===== src/rtcia_defines.vh =====
// constants for the locked indirect access real-time counter
// Overview of operation
// - no time limit between the two key writes, only order counts
// - wrong order, wrong key or locked access disables until reset
// - unlocked interface accepts any number of indirect accesses
// - any key register write while unlocked locks the interface again
// - key register read gives lock status and never disturbs sequence
// - status codes: locked, first key seen, unlocked, disabled
// - internal registers reachable only through address and data
// - four-bit address field selects the indirect target register
// - internal addresses zero to three are the counter bytes
// - control, oscillator, config, pin registers, then alarm bytes
// - data register write starts an indirect write of that byte
// - writing busy bit starts indirect read into data register
// - read data stays until a data write starts or the next read completes
// - address field and data register keep contents across reset
// - indirect access takes seven cycles, six with short strobe
// - short strobe on at reset, switched by address bit four
// - autoread: each data register read launches the next read
// - autoread bit six enables; software sets busy once per series
// - counter and alarm byte accesses always autoincrement address
// - counter produces alarm and missing-clock events
`ifndef RTCIA_DEFINES_VH
`define RTCIA_DEFINES_VH

// processor side register addresses
`define RTCIA_SFR_KEY      8'hae
`define RTCIA_SFR_ADR      8'hac
`define RTCIA_SFR_DAT      8'had

// key codes and lock status codes
`define RTCIA_KEY_FIRST    8'ha5
`define RTCIA_KEY_SECOND   8'hf1
`define RTCIA_CODE_LOCKED  8'h00
`define RTCIA_CODE_KEY1    8'h01
`define RTCIA_CODE_OPEN    8'h02
`define RTCIA_CODE_DEAD    8'h03

// address register fields
`define RTCIA_ADR_BUSY     7
`define RTCIA_ADR_AUTO_READ_ENABLE   6
`define RTCIA_ADR_SHORT    4
`define RTCIA_ADR_FIELD    3:0
`define RTCIA_SHORT_RST    1'b1
`define RTCIA_AUTO_READ_ENABLE_RST   1'b0

// access lengths in system clocks
`define RTCIA_LONG_CYC     3'd7
`define RTCIA_SHORT_CYC    3'd6
`define RTCIA_LEFT_LAST    3'd1

// internal register map
`define RTCIA_IA_CNT0      4'h0
`define RTCIA_IA_CNT1      4'h1
`define RTCIA_IA_CNT2      4'h2
`define RTCIA_IA_CNT3      4'h3
`define RTCIA_IA_CTL       4'h4
`define RTCIA_IA_OSCCTL    4'h5
`define RTCIA_IA_OSCCFG    4'h6
`define RTCIA_IA_PINCFG    4'h7
`define RTCIA_IA_ALM0      4'h8
`define RTCIA_IA_ALM1      4'h9
`define RTCIA_IA_ALM2      4'ha
`define RTCIA_IA_ALM3      4'hb
`define RTCIA_IA_CNT_HI    2'b00
`define RTCIA_IA_ALM_HI    2'b10

// counter control bits
`define RTCIA_CTL_RUN      0
`define RTCIA_CTL_ALMEN    1
`define RTCIA_CTL_MISSEN   2
`define RTCIA_CTL_RST      8'h00

// missing-clock timeout, 100 us of 4 ns system clocks
`define RTCIA_MISS_CYC     16'd25000

`endif


===== src/rtcia_sync.v =====
// two-stage synchroniser with rising edge detect for the tick pin
`timescale 1ns/10ps
module rtcia_sync (
    clock,
    rst,
    pin,
    rise
);
    input  wire clock;
    input  wire rst;
    input  wire pin;
    output reg  rise;

    reg meta_ff;
    reg sync_ff;
    reg last_ff;

    always @(posedge clock) begin
        if (rst) begin
            meta_ff <= 1'b0;
            sync_ff <= 1'b0;
            last_ff <= 1'b0;
            rise    <= 1'b0;
        end else begin
            meta_ff <= pin;
            sync_ff <= meta_ff;
            last_ff <= sync_ff;
            rise    <= sync_ff & ~last_ff;
        end
    end
endmodule


===== src/rtcia_top.v =====
// locked indirect access interface and 32-bit counter with alarm
`timescale 1ns/10ps
`include "rtcia_defines.vh"
module rtcia_top #(
    parameter [15:0] MISS_CYCLES = `RTCIA_MISS_CYC
) (
    clock,
    rst,
    sfr_addr,
    sfr_wr,
    sfr_rd,
    sfr_wdata,
    tick_pin,
    sfr_rdata,
    busy,
    alarm_event,
    missing_clock_event
);
    input  wire       clock;
    input  wire       rst;
    input  wire [7:0] sfr_addr;
    input  wire       sfr_wr;
    input  wire       sfr_rd;
    input  wire [7:0] sfr_wdata;
    input  wire       tick_pin;
    output wire [7:0] sfr_rdata;
    output wire       busy;
    output wire       alarm_event;
    output wire       missing_clock_event;

    localparam [3:0] ST_LOCKED = 4'b0001;
    localparam [3:0] ST_KEY1   = 4'b0010;
    localparam [3:0] ST_OPEN   = 4'b0100;
    localparam [3:0] ST_DEAD   = 4'b1000;

    reg  [3:0]  state_ff;
    reg  [3:0]  nxt_state;
    reg  [7:0]  state_code;
    reg  [7:0]  rdata_ff;
    reg         busy_ff;
    reg  [2:0]  left_ff;
    reg         op_wr_ff;
    reg         auto_read_enable_ff;
    reg         short_ff;
    reg  [3:0]  addr_ff;
    reg  [7:0]  data_ff;
    reg  [31:0] cnt_ff;
    reg  [31:0] nxt_cnt;
    reg  [31:0] alarm_ff;
    reg  [31:0] nxt_alarm;
    reg  [7:0]  ctl_ff;
    reg  [7:0]  oscctl_ff;
    reg  [7:0]  osccfg_ff;
    reg  [7:0]  pincfg_ff;
    reg  [7:0]  core_rdata;
    reg  [15:0] miss_cnt_ff;
    reg         alarm_ev_ff;
    reg         miss_ev_ff;

    wire        tick_rise;
    wire        key_wr;
    wire        adr_wr;
    wire        dat_wr;
    wire        adr_rd;
    wire        dat_rd;
    wire        is_open;
    wire        bad_access;
    wire        start_rd;
    wire        start_wr;
    wire        done;
    wire        core_wr;
    wire        incr_addr;
    wire        cur_short;
    wire [31:0] cnt_inc;

    rtcia_sync u_tick_sync (
        .clock (clock),
        .rst   (rst),
        .pin   (tick_pin),
        .rise  (tick_rise)
    );

    assign key_wr  = sfr_wr && (sfr_addr == `RTCIA_SFR_KEY);
    assign adr_wr  = sfr_wr && (sfr_addr == `RTCIA_SFR_ADR);
    assign dat_wr  = sfr_wr && (sfr_addr == `RTCIA_SFR_DAT);
    assign adr_rd  = sfr_rd && (sfr_addr == `RTCIA_SFR_ADR);
    assign dat_rd  = sfr_rd && (sfr_addr == `RTCIA_SFR_DAT);
    assign is_open = (state_ff == ST_OPEN);

    // any address or data access outside the unlocked state
    assign bad_access = !is_open &&
                        (adr_wr || dat_wr || adr_rd || dat_rd);

    // lock and key sequencer, no timeout between keys
    always @* begin
        nxt_state = state_ff;
        case (state_ff)
            ST_LOCKED: begin
                if (bad_access) begin
                    nxt_state = ST_DEAD;
                end else if (key_wr) begin
                    if (sfr_wdata == `RTCIA_KEY_FIRST) begin
                        nxt_state = ST_KEY1;
                    end else begin
                        nxt_state = ST_DEAD;
                    end
                end
            end
            ST_KEY1: begin
                if (bad_access) begin
                    nxt_state = ST_DEAD;
                end else if (key_wr) begin
                    if (sfr_wdata == `RTCIA_KEY_SECOND) begin
                        nxt_state = ST_OPEN;
                    end else begin
                        nxt_state = ST_DEAD;
                    end
                end
            end
            ST_OPEN: begin
                if (key_wr) begin
                    nxt_state = ST_LOCKED;
                end
            end
            ST_DEAD: begin
                nxt_state = ST_DEAD;
            end
            default: begin
                nxt_state = ST_DEAD;
            end
        endcase
    end

    always @(posedge clock) begin
        if (rst) begin
            state_ff <= ST_LOCKED;
        end else begin
            state_ff <= nxt_state;
        end
    end

    always @* begin
        case (state_ff)
            ST_KEY1: state_code = `RTCIA_CODE_KEY1;
            ST_OPEN: state_code = `RTCIA_CODE_OPEN;
            ST_DEAD: state_code = `RTCIA_CODE_DEAD;
            default: state_code = `RTCIA_CODE_LOCKED;
        endcase
    end

    // indirect access launch, refused while a previous one runs
    assign start_rd = is_open && !busy_ff &&
                      ((adr_wr && sfr_wdata[`RTCIA_ADR_BUSY]) ||
                       (dat_rd && auto_read_enable_ff));
    assign start_wr = is_open && !busy_ff && dat_wr;
    assign done     = busy_ff && (left_ff == `RTCIA_LEFT_LAST);
    assign core_wr  = done && op_wr_ff;

    // an address write's own short bit times the read it starts
    assign cur_short = adr_wr ? sfr_wdata[`RTCIA_ADR_SHORT] : short_ff;

    // counter and alarm bytes step the address, others do not
    assign incr_addr = (addr_ff[3:2] == `RTCIA_IA_CNT_HI) ||
                       (addr_ff[3:2] == `RTCIA_IA_ALM_HI);

    always @(posedge clock) begin
        if (rst) begin
            busy_ff   <= 1'b0;
            left_ff   <= 3'd0;
            op_wr_ff  <= 1'b0;
            auto_read_enable_ff <= `RTCIA_AUTO_READ_ENABLE_RST;
            short_ff  <= `RTCIA_SHORT_RST;
        end else begin
            if (start_rd || start_wr) begin
                busy_ff  <= 1'b1;
                op_wr_ff <= start_wr;
                left_ff  <= cur_short ? `RTCIA_SHORT_CYC
                                      : `RTCIA_LONG_CYC;
            end else if (busy_ff) begin
                left_ff <= left_ff - `RTCIA_LEFT_LAST;
                if (done) begin
                    busy_ff <= 1'b0;
                end
            end
            if (adr_wr && is_open && !busy_ff) begin
                auto_read_enable_ff <= sfr_wdata[`RTCIA_ADR_AUTO_READ_ENABLE];
                short_ff  <= sfr_wdata[`RTCIA_ADR_SHORT];
            end
        end
    end

    // address and data survive reset, so they have no reset branch
    always @(posedge clock) begin
        if (adr_wr && is_open && !busy_ff) begin
            addr_ff <= sfr_wdata[`RTCIA_ADR_FIELD];
        end else if (done && incr_addr) begin
            addr_ff <= addr_ff + 4'd1;
        end
        if (start_wr) begin
            data_ff <= sfr_wdata;
        end else if (done && !op_wr_ff) begin
            data_ff <= core_rdata;
        end
    end

    // processor read port, address and data hidden unless unlocked
    always @(posedge clock) begin
        if (rst) begin
            rdata_ff <= 8'h00;
        end else if (sfr_rd) begin
            if (sfr_addr == `RTCIA_SFR_KEY) begin
                rdata_ff <= state_code;
            end else if (sfr_addr == `RTCIA_SFR_ADR && is_open) begin
                rdata_ff <= {busy_ff, auto_read_enable_ff, 1'b0, short_ff, addr_ff};
            end else if (sfr_addr == `RTCIA_SFR_DAT && is_open) begin
                rdata_ff <= data_ff;
            end else begin
                rdata_ff <= 8'h00;
            end
        end
    end

    // internal register read mux
    always @* begin
        case (addr_ff)
            `RTCIA_IA_CNT0:   core_rdata = cnt_ff[7:0];
            `RTCIA_IA_CNT1:   core_rdata = cnt_ff[15:8];
            `RTCIA_IA_CNT2:   core_rdata = cnt_ff[23:16];
            `RTCIA_IA_CNT3:   core_rdata = cnt_ff[31:24];
            `RTCIA_IA_CTL:    core_rdata = ctl_ff;
            `RTCIA_IA_OSCCTL: core_rdata = oscctl_ff;
            `RTCIA_IA_OSCCFG: core_rdata = osccfg_ff;
            `RTCIA_IA_PINCFG: core_rdata = pincfg_ff;
            `RTCIA_IA_ALM0:   core_rdata = alarm_ff[7:0];
            `RTCIA_IA_ALM1:   core_rdata = alarm_ff[15:8];
            `RTCIA_IA_ALM2:   core_rdata = alarm_ff[23:16];
            `RTCIA_IA_ALM3:   core_rdata = alarm_ff[31:24];
            default:          core_rdata = 8'h00;
        endcase
    end

    assign cnt_inc = cnt_ff + 32'd1;

    // counter runs on tick edges; an indirect byte write overrides
    always @* begin
        nxt_cnt   = cnt_ff;
        nxt_alarm = alarm_ff;
        if (tick_rise && ctl_ff[`RTCIA_CTL_RUN]) begin
            nxt_cnt = cnt_inc;
        end
        if (core_wr && addr_ff[3:2] == `RTCIA_IA_CNT_HI) begin
            nxt_cnt[{addr_ff[1:0], 3'b000} +: 8] = data_ff;
        end
        if (core_wr && addr_ff[3:2] == `RTCIA_IA_ALM_HI) begin
            nxt_alarm[{addr_ff[1:0], 3'b000} +: 8] = data_ff;
        end
    end

    always @(posedge clock) begin
        if (rst) begin
            cnt_ff    <= 32'h0000_0000;
            alarm_ff  <= 32'h0000_0000;
            ctl_ff    <= `RTCIA_CTL_RST;
            oscctl_ff <= 8'h00;
            osccfg_ff <= 8'h00;
            pincfg_ff <= 8'h00;
        end else begin
            cnt_ff   <= nxt_cnt;
            alarm_ff <= nxt_alarm;
            if (core_wr) begin
                if (addr_ff == `RTCIA_IA_CTL) begin
                    ctl_ff <= data_ff;
                end else if (addr_ff == `RTCIA_IA_OSCCTL) begin
                    oscctl_ff <= data_ff;
                end else if (addr_ff == `RTCIA_IA_OSCCFG) begin
                    osccfg_ff <= data_ff;
                end else if (addr_ff == `RTCIA_IA_PINCFG) begin
                    pincfg_ff <= data_ff;
                end
            end
        end
    end

    // alarm on match after a tick; missing clock after a silent timeout
    always @(posedge clock) begin
        if (rst) begin
            alarm_ev_ff <= 1'b0;
            miss_ev_ff  <= 1'b0;
            miss_cnt_ff <= 16'h0000;
        end else begin
            alarm_ev_ff <= ctl_ff[`RTCIA_CTL_ALMEN] && tick_rise &&
                           ctl_ff[`RTCIA_CTL_RUN] &&
                           (cnt_inc == alarm_ff);
            if (tick_rise || !ctl_ff[`RTCIA_CTL_MISSEN]) begin
                miss_cnt_ff <= 16'h0000;
            end else if (miss_cnt_ff != MISS_CYCLES) begin
                miss_cnt_ff <= miss_cnt_ff + 16'h0001;
            end
            miss_ev_ff <= ctl_ff[`RTCIA_CTL_MISSEN] && !tick_rise &&
                          (miss_cnt_ff == MISS_CYCLES - 16'h0001);
        end
    end

    assign sfr_rdata           = rdata_ff;
    assign busy                = busy_ff;
    assign alarm_event         = alarm_ev_ff;
    assign missing_clock_event = miss_ev_ff;
endmodule

===== config.mk =====
export PLATFORM = sky130hd
export DESIGN_NAME = rtcia_top
export DESIGN_NICKNAME = d
export VERILOG_FILES = /design/src/rtcia_sync.v /design/src/rtcia_top.v
export VERILOG_INCLUDE_DIRS = /design/src
export SDC_FILE = /design/constraint.sdc
export NUM_CORES = 1
export LEC_CHECK = 0
export ABC_CLOCK_PERIOD_IN_PS = 7950
export BUFFER_PORTS_ARGS = -buffer_cell sky130_fd_sc_hd__buf_4
export CAP_MARGIN = 15
export CORE_AREA = 2 2 110 219
export DETAILED_ROUTE_END_ITERATION = 8
export DIE_AREA = 0 0 112 221
export GPL_ROUTABILITY_DRIVEN = 0
export PLACE_DENSITY = 0.48
export SYNTH_ARGS = -nofsm -noshare
export SYNTH_HDL_FRONTEND = slang
export SYNTH_SLANG_ARGS = --single-unit
export TNS_END_PERCENT = 100

===== constraint.sdc =====
create_clock -name clock -period 7.95 [get_ports clock]
set_clock_uncertainty 0.2 [all_clocks]
set_input_delay 0 -clock clock [delete_from_list [all_inputs] [get_ports clock]]
set_output_delay 0 -clock clock [all_outputs]
set_load 0.005 [all_outputs]

* Yosys cells after proc, flatten, opt, wreduce, memory -nomap -nowiden
Index checks and enable logic that the tools add are counted.
** Storage, ports and cells
- Register bits :: 149
- Bits of input ports :: 21
- Output and inout bits :: 11
- Word-level logic and storage cells :: 140
** Cells by class
- Add/subtract/negate cells :: 5
- Equality and inequality tests :: 28
- Shifts and indexed selects :: 2
- Mux-type cells :: 28
- Bitwise operators :: 5
- Reduce and logical (&&, ||, !) cells :: 50
** Operators with widths (number)
- case mux 8 bit (12 select lines) :: 1
- bitwise mux 32 bit :: 2
- two-way mux 32 bit :: 2
- equality test 8 bit, second input constant :: 5
- two-way mux 8 bit :: 5
- two-way mux 4 bit :: 9
- adder 32 x 1 -> 32 bit, second input constant :: 1
- equality test 32 bit :: 1
- variable shift 8 x 7 -> 32 bit, first input constant :: 1
- variable part select 8 x 7 -> 32 bit :: 1
- logical AND 1 bit :: 27
- equality test 4 x 3 -> 1 bit, second input constant :: 5
- equality test 4 bit, second input constant :: 5
- adder 16 x 1 -> 16 bit, second input constant :: 1
- equality test 16 x 15 -> 1 bit, second input constant :: 1
- inequality test 16 x 15 -> 1 bit, second input constant :: 1
- equality test 4 x 2 -> 1 bit, second input constant :: 3
- case mux 4 bit (3 select lines) :: 1
- equality test 4 x 1 -> 1 bit, second input constant :: 2
- logical OR 1 bit :: 7
- negation 5 -> 7 bit :: 1
- two-way mux 3 bit :: 2
- inequality test 3 bit, second input constant :: 2
- case mux 2 bit (3 select lines) :: 1
- other kinds (17) :: 31

* Depth between registers and ports, before layout
- Depth in word-level cells :: 8
- Depth in mapped cells :: 10

* Hierarchy
From an unflattened synthesis, not the netlist that was laid out.
** Second synthesis, totals
- Cell total of the unflattened synthesis :: 1016
- Area, all modules :: 8474.4 um^2
** By module, submodules not included
- rtcia_top :: instances 1, cells an instance 1008, area each 8363.0 um^2
- rtcia_sync :: instances 1, cells an instance 8, area each 111.4 um^2

* Least setup slack after synthesis
OpenSTA, ideal clock, no wires.
- Path kind :: flip-flop to flip-flop
- Start point :: register state_ff[3]
- End point :: register data_ff[0] (enable)
- Library setup time :: 0.384 ns
- Data arrival time :: 2.216 ns
- Slack :: 5.150 ns
- Cell stages (with the launch flop) :: 8
- Buffers on the path :: 2
- Path through :: dfxtp_1 -> clkbuf_1 -> or4b_1 -> or4_1 -> clkbuf_1 -> nor2_1 -> nand3b_1 -> o21ai_0
** Between the ends
- Word-level cells in the longest chain between the ends :: 4
** RTL lines
- start, declared :: line rtcia_top.v:36 : reg [3:0] state_ff;
- start signal, assigned :: line rtcia_top.v:138 : state_ff <= nxt_state;
- equality test 4 x 3 -> 1 bit :: line rtcia_top.v:88 : assign is_open = (state_ff == ST_OPEN);
- logical AND 1 bit (2 in a row) :: line rtcia_top.v:155 : assign start_wr = is_open && !busy_ff && dat_wr;
- nonzero test 2 bit (no source line)
- end signal, assigned :: line rtcia_top.v:200 : data_ff <= sfr_wdata;
- end signal, assigned :: line rtcia_top.v:202 : data_ff <= core_rdata;
- end, declared :: line rtcia_top.v:46 : reg [7:0] data_ff;
No other way between the ends.
A chain may end at the register's enable or synchronous reset.

* Worst setup path in the final report
- Start point :: register cnt_ff[13]
- End point :: register alarm_ev_ff, in the netlist alarm_event
** Between the ends
- Word-level cells in the longest chain between the ends :: 3
** RTL lines
- start, declared :: line rtcia_top.v:47 : reg [31:0] cnt_ff;
- start signal, assigned :: line rtcia_top.v:268 : cnt_ff <= nxt_cnt;
- adder 32 x 1 -> 32 bit :: line rtcia_top.v:242 : assign cnt_inc = cnt_ff + 32'd1;
- equality test 32 bit :: line rtcia_top.v:293 : (cnt_inc == alarm_ff);
- logical AND 1 bit :: line rtcia_top.v:291 : alarm_ev_ff <= ctl_ff[`RTCIA_CTL_ALMEN] && tick_rise &&
- end signal, assigned :: line rtcia_top.v:291
- end, declared :: line rtcia_top.v:57 : reg alarm_ev_ff;
No other way between the ends.

==> results.json <==
{
  "cts-root-buf": "clkbuf_16",
  "syn_area_per_cell_um2": 8.19,
  "synthXorXnorAreaFrac_pct": 9.13,
  "grt_pass1_vias": 7822,
  "core_area_mm2": 0.0231,
  "post_dp_cell_area_mm2": 0.00877,
  "crit_buf_inv": 0,
  "async_flop_share_pct": 0,
  "drv_slew": 0,
  "cts_buffer_depth": 2,
  "drc": 0,
  "final_cell_mix": "dfxtp_1, nand2_1, a21oi_1, nor2_1, xnor2_1",
  "setup_tns_ns": 0,
  "crit_family": "simple AND/OR/NAND/NOR gates",
  "grt_pass1_wl_mm": 46.5,
  "clkTransAtPathRegs_ns": 0.07,
  "hp-class": "input pin to flip-flop",
  "syn_inst": 1031,
  "critPathRequiredTime_ns": 8.14,
  "finalWirelength_mm": 30.2,
  "fp.dieArea_mm2": 0.0248,
  "p_per_area_mw_per_mm2": 167,
  "period_share_pct": 40.5,
  "clk_latency_ns": 0.46,
  "postRouteAntennaNets": 0,
  "critPathSlowestCell": "or4_1",
  "drt_iter0_markers": 649,
  "avgRoutedWirePerCell_um": 22.8,
  "stdcell_area_mm2": 0.00953,
  "synthAdderAreaFrac_pct": 1.93,
  "max_freq_ghz": 0.310,
  "gr-total-overflow": 0,
  "yosysSeqAreaShare_pct": 36.8,
  "diodes": 0,
  "port-buffer-count": 31,
  "fill_cells": 2447,
  "cts-buffers-inserted": 17,
  "path_class": "flip-flop to flip-flop",
  "cts_tree": "yes",
  "ir_drop_mv": 0.148,
  "vias": 7776,
  "start_kind": "flip-flop",
  "max_slew_margin_pct": 24.4,
  "cts_resized": 0,
  "synth-seq-cells": 149,
  "grt_usage_pct": 24.7,
  "synth_area_leaders": "dfxtp_1, a21oi_1, xnor2_1",
  "period_minus_slack_ns": 3.22,
  "synth-main-ff-cell": "dfxtp_1",
  "netlist-cell-type-count": 61,
  "synth_compound_area_share_pct": 18.4,
  "power_switching_mw": 0.395,
  "crit_fanout": 8,
  "row_count": 79,
  "swShare_pct": 24.9,
  "hold_viol": 0,
  "antenna_found_initial": 0,
  "maxCapViolCount": 0,
  "synth_nets": 1065,
  "muxShareOfSynthArea_pct": 5.39,
  "viasPerCell": 5.89,
  "comb_power_share_pct": 2.8,
  "yosysWarnings": 0,
  "critical_path.endpoint_type": "flip-flop",
  "yosysTopAreaCell": "dfxtp_1",
  "firstDrtPassIters": 6,
  "instances_no_fill": 1321,
  "drive_gt1_share_pct": 8.67,
  "rsz0062_at_grt": "false",
  "arrival_ns": 3.42,
  "htreeDepth": 4,
  "die_h_um": 221,
  "cp_slowest_stage_delay_ns": 0.68,
  "cts_sinks": 149,
  "synthSimpleGateAreaFrac_pct": 23.2,
  "fin_nets": 1059,
  "p_seq_share_pct": 47.8,
  "clockPowerShare_pct": 49.4,
  "synth_top_area_share_pct": 32.5,
  "synth_area_mm2": 0.00844,
  "start_util_pct": 36.5,
  "grt_start_max_net_pins": 65,
  "crit_chain": "nand2_1 > or4_1 > nor3_1 > mux2_2 > a221o_1 > a311oi_1 > and4_1",
  "pin_count": 32,
  "dp.cells": 1269,
  "synth_edf_count": 12,
  "area_growth_pct": 12.9,
  "synth_top_family_by_area": "simple AND/OR/NAND/NOR gates",
  "setup_violations": 0,
  "status": "finished, final reports clean",
  "die_w_um": 112,
  "tightestPinTransition_ns": 1.12,
  "leakage_nw": 3.24,
  "layout_commonest_cell": "dfxtp_1",
  "intPower_mw": 1.19,
  "dp_hpwl_mm": 21.4
}
[what timing repair did]
item                                   in CTS  in global routing
endpoints found under the hold margin      82                  0
hold buffers                               19                  0
setup buffers                               0                  0
[cells by family after synthesis]
kind of cell / Yosys count
simple gates: 387
compound gates: 244
flops: 149
buf+inv: 105
xor+xnor: 88
mux: 45
fa+ha+maj: 13
[cell usage after synthesis, drive strengths merged (10+ instances only)]
| library cell | number |
|---|---|
| a211oi | 36 |
| nor2 | 84 |
| xor2 | 31 |
| mux2i | 41 |
| clkbuf | 85 |
| nand2b | 12 |
| ha | 13 |
| o21ai | 29 |
| nand2 | 108 |
| a22oi | 21 |
| inv | 15 |
| nand4 | 42 |
| edfxtp | 12 |
| a21oi | 103 |
| nor3 | 25 |
| nand3 | 37 |
| dfxtp | 137 |
| nor2b | 10 |
| xnor2 | 57 |
[layout make-up]
type                       count  area (um^2)  share of cell area, %
sequential                   149         3100                   32.6
clock inverter                13          114                   1.19
clock buffer                  19          443                   4.65
tap                          283          354                   3.71
inverter                      15         56.3                  0.591
multi-input combinational    777         4920                   51.6
timing repair buffer          65          539                   5.66
[worst reg2reg max path: stages, from the launching register on]
cell and delay (ns):
dfxtp_1 0.52, nand2_1 0.19, or4_1 0.68, nor3_1 0.37
mux2_2 0.42, a221o_1 0.26, a311oi_1 0.30, and4_1 0.22
[layer usage]
metal  vias to the layer above  share of wire, %  track usage [%]  wire, um
met5                         -                 0                0         0
met4                         0               6.6             17.2      1990
met3                        84               3.5             3.64      1060
met2                       224                54             45.4     16400
met1                      3730                36             25.2     10700
li1                       3738                 -                -         -
[power by group through the flow]
stage,combinational (mW),sequential [mW],clock [mW]
finish,0.0442,0.759,0.786
floorplan,0.0212,0.775,0
detailed placement,0.0366,0.776,0
global route,0.0474,0.759,0.834
global placement,0.0366,0.776,0
CTS,0.0440,0.759,0.806
[flip-flops by register name, indices dropped and copies added, names as in the netlist, 3 cells and up]
| signal | count |
|---|---|
| oscctl_ff | 8 |
| addr_ff | 4 |
| state_ff | 4 |
| data_ff | 8 |
| alarm_ff | 32 |
| ctl_ff | 8 |
| left_ff | 3 |
| pincfg_ff | 8 |
| cnt_ff | 32 |
| miss_cnt_ff | 16 |
| sfr_rdata | 8 |
| osccfg_ff | 8 |
[final timing paths]
kind | startpoint | to | slack, ns | depth (start not counted)
max | cnt_ff[13] | alarm_event | 4.73 | 7
min | sfr_addr[7] | left_ff[0] | 0.02 | 7
max reg2reg | cnt_ff[13] | alarm_event | 4.73 | 7
min reg2reg | u_tick_sync.last_ff | u_tick_sync.rise | 0.18 | 1
[metrics by stage]
step                      hold WS (ns)  total power, mW  setup slack (ns)  utilization [%]
final                           0.0249             1.59              4.73             41.2
after global routing            0.0537             1.64              4.64             41.2
after CTS                      0.00799             1.61              4.74             41.2
after detailed placement        0.0215            0.813              4.75             37.9
after global placement          0.0100            0.813              4.76             37.9
after floorplan                -0.0718            0.796              5.15                -
Note: power is estimated with default switching activity, not from simulation.
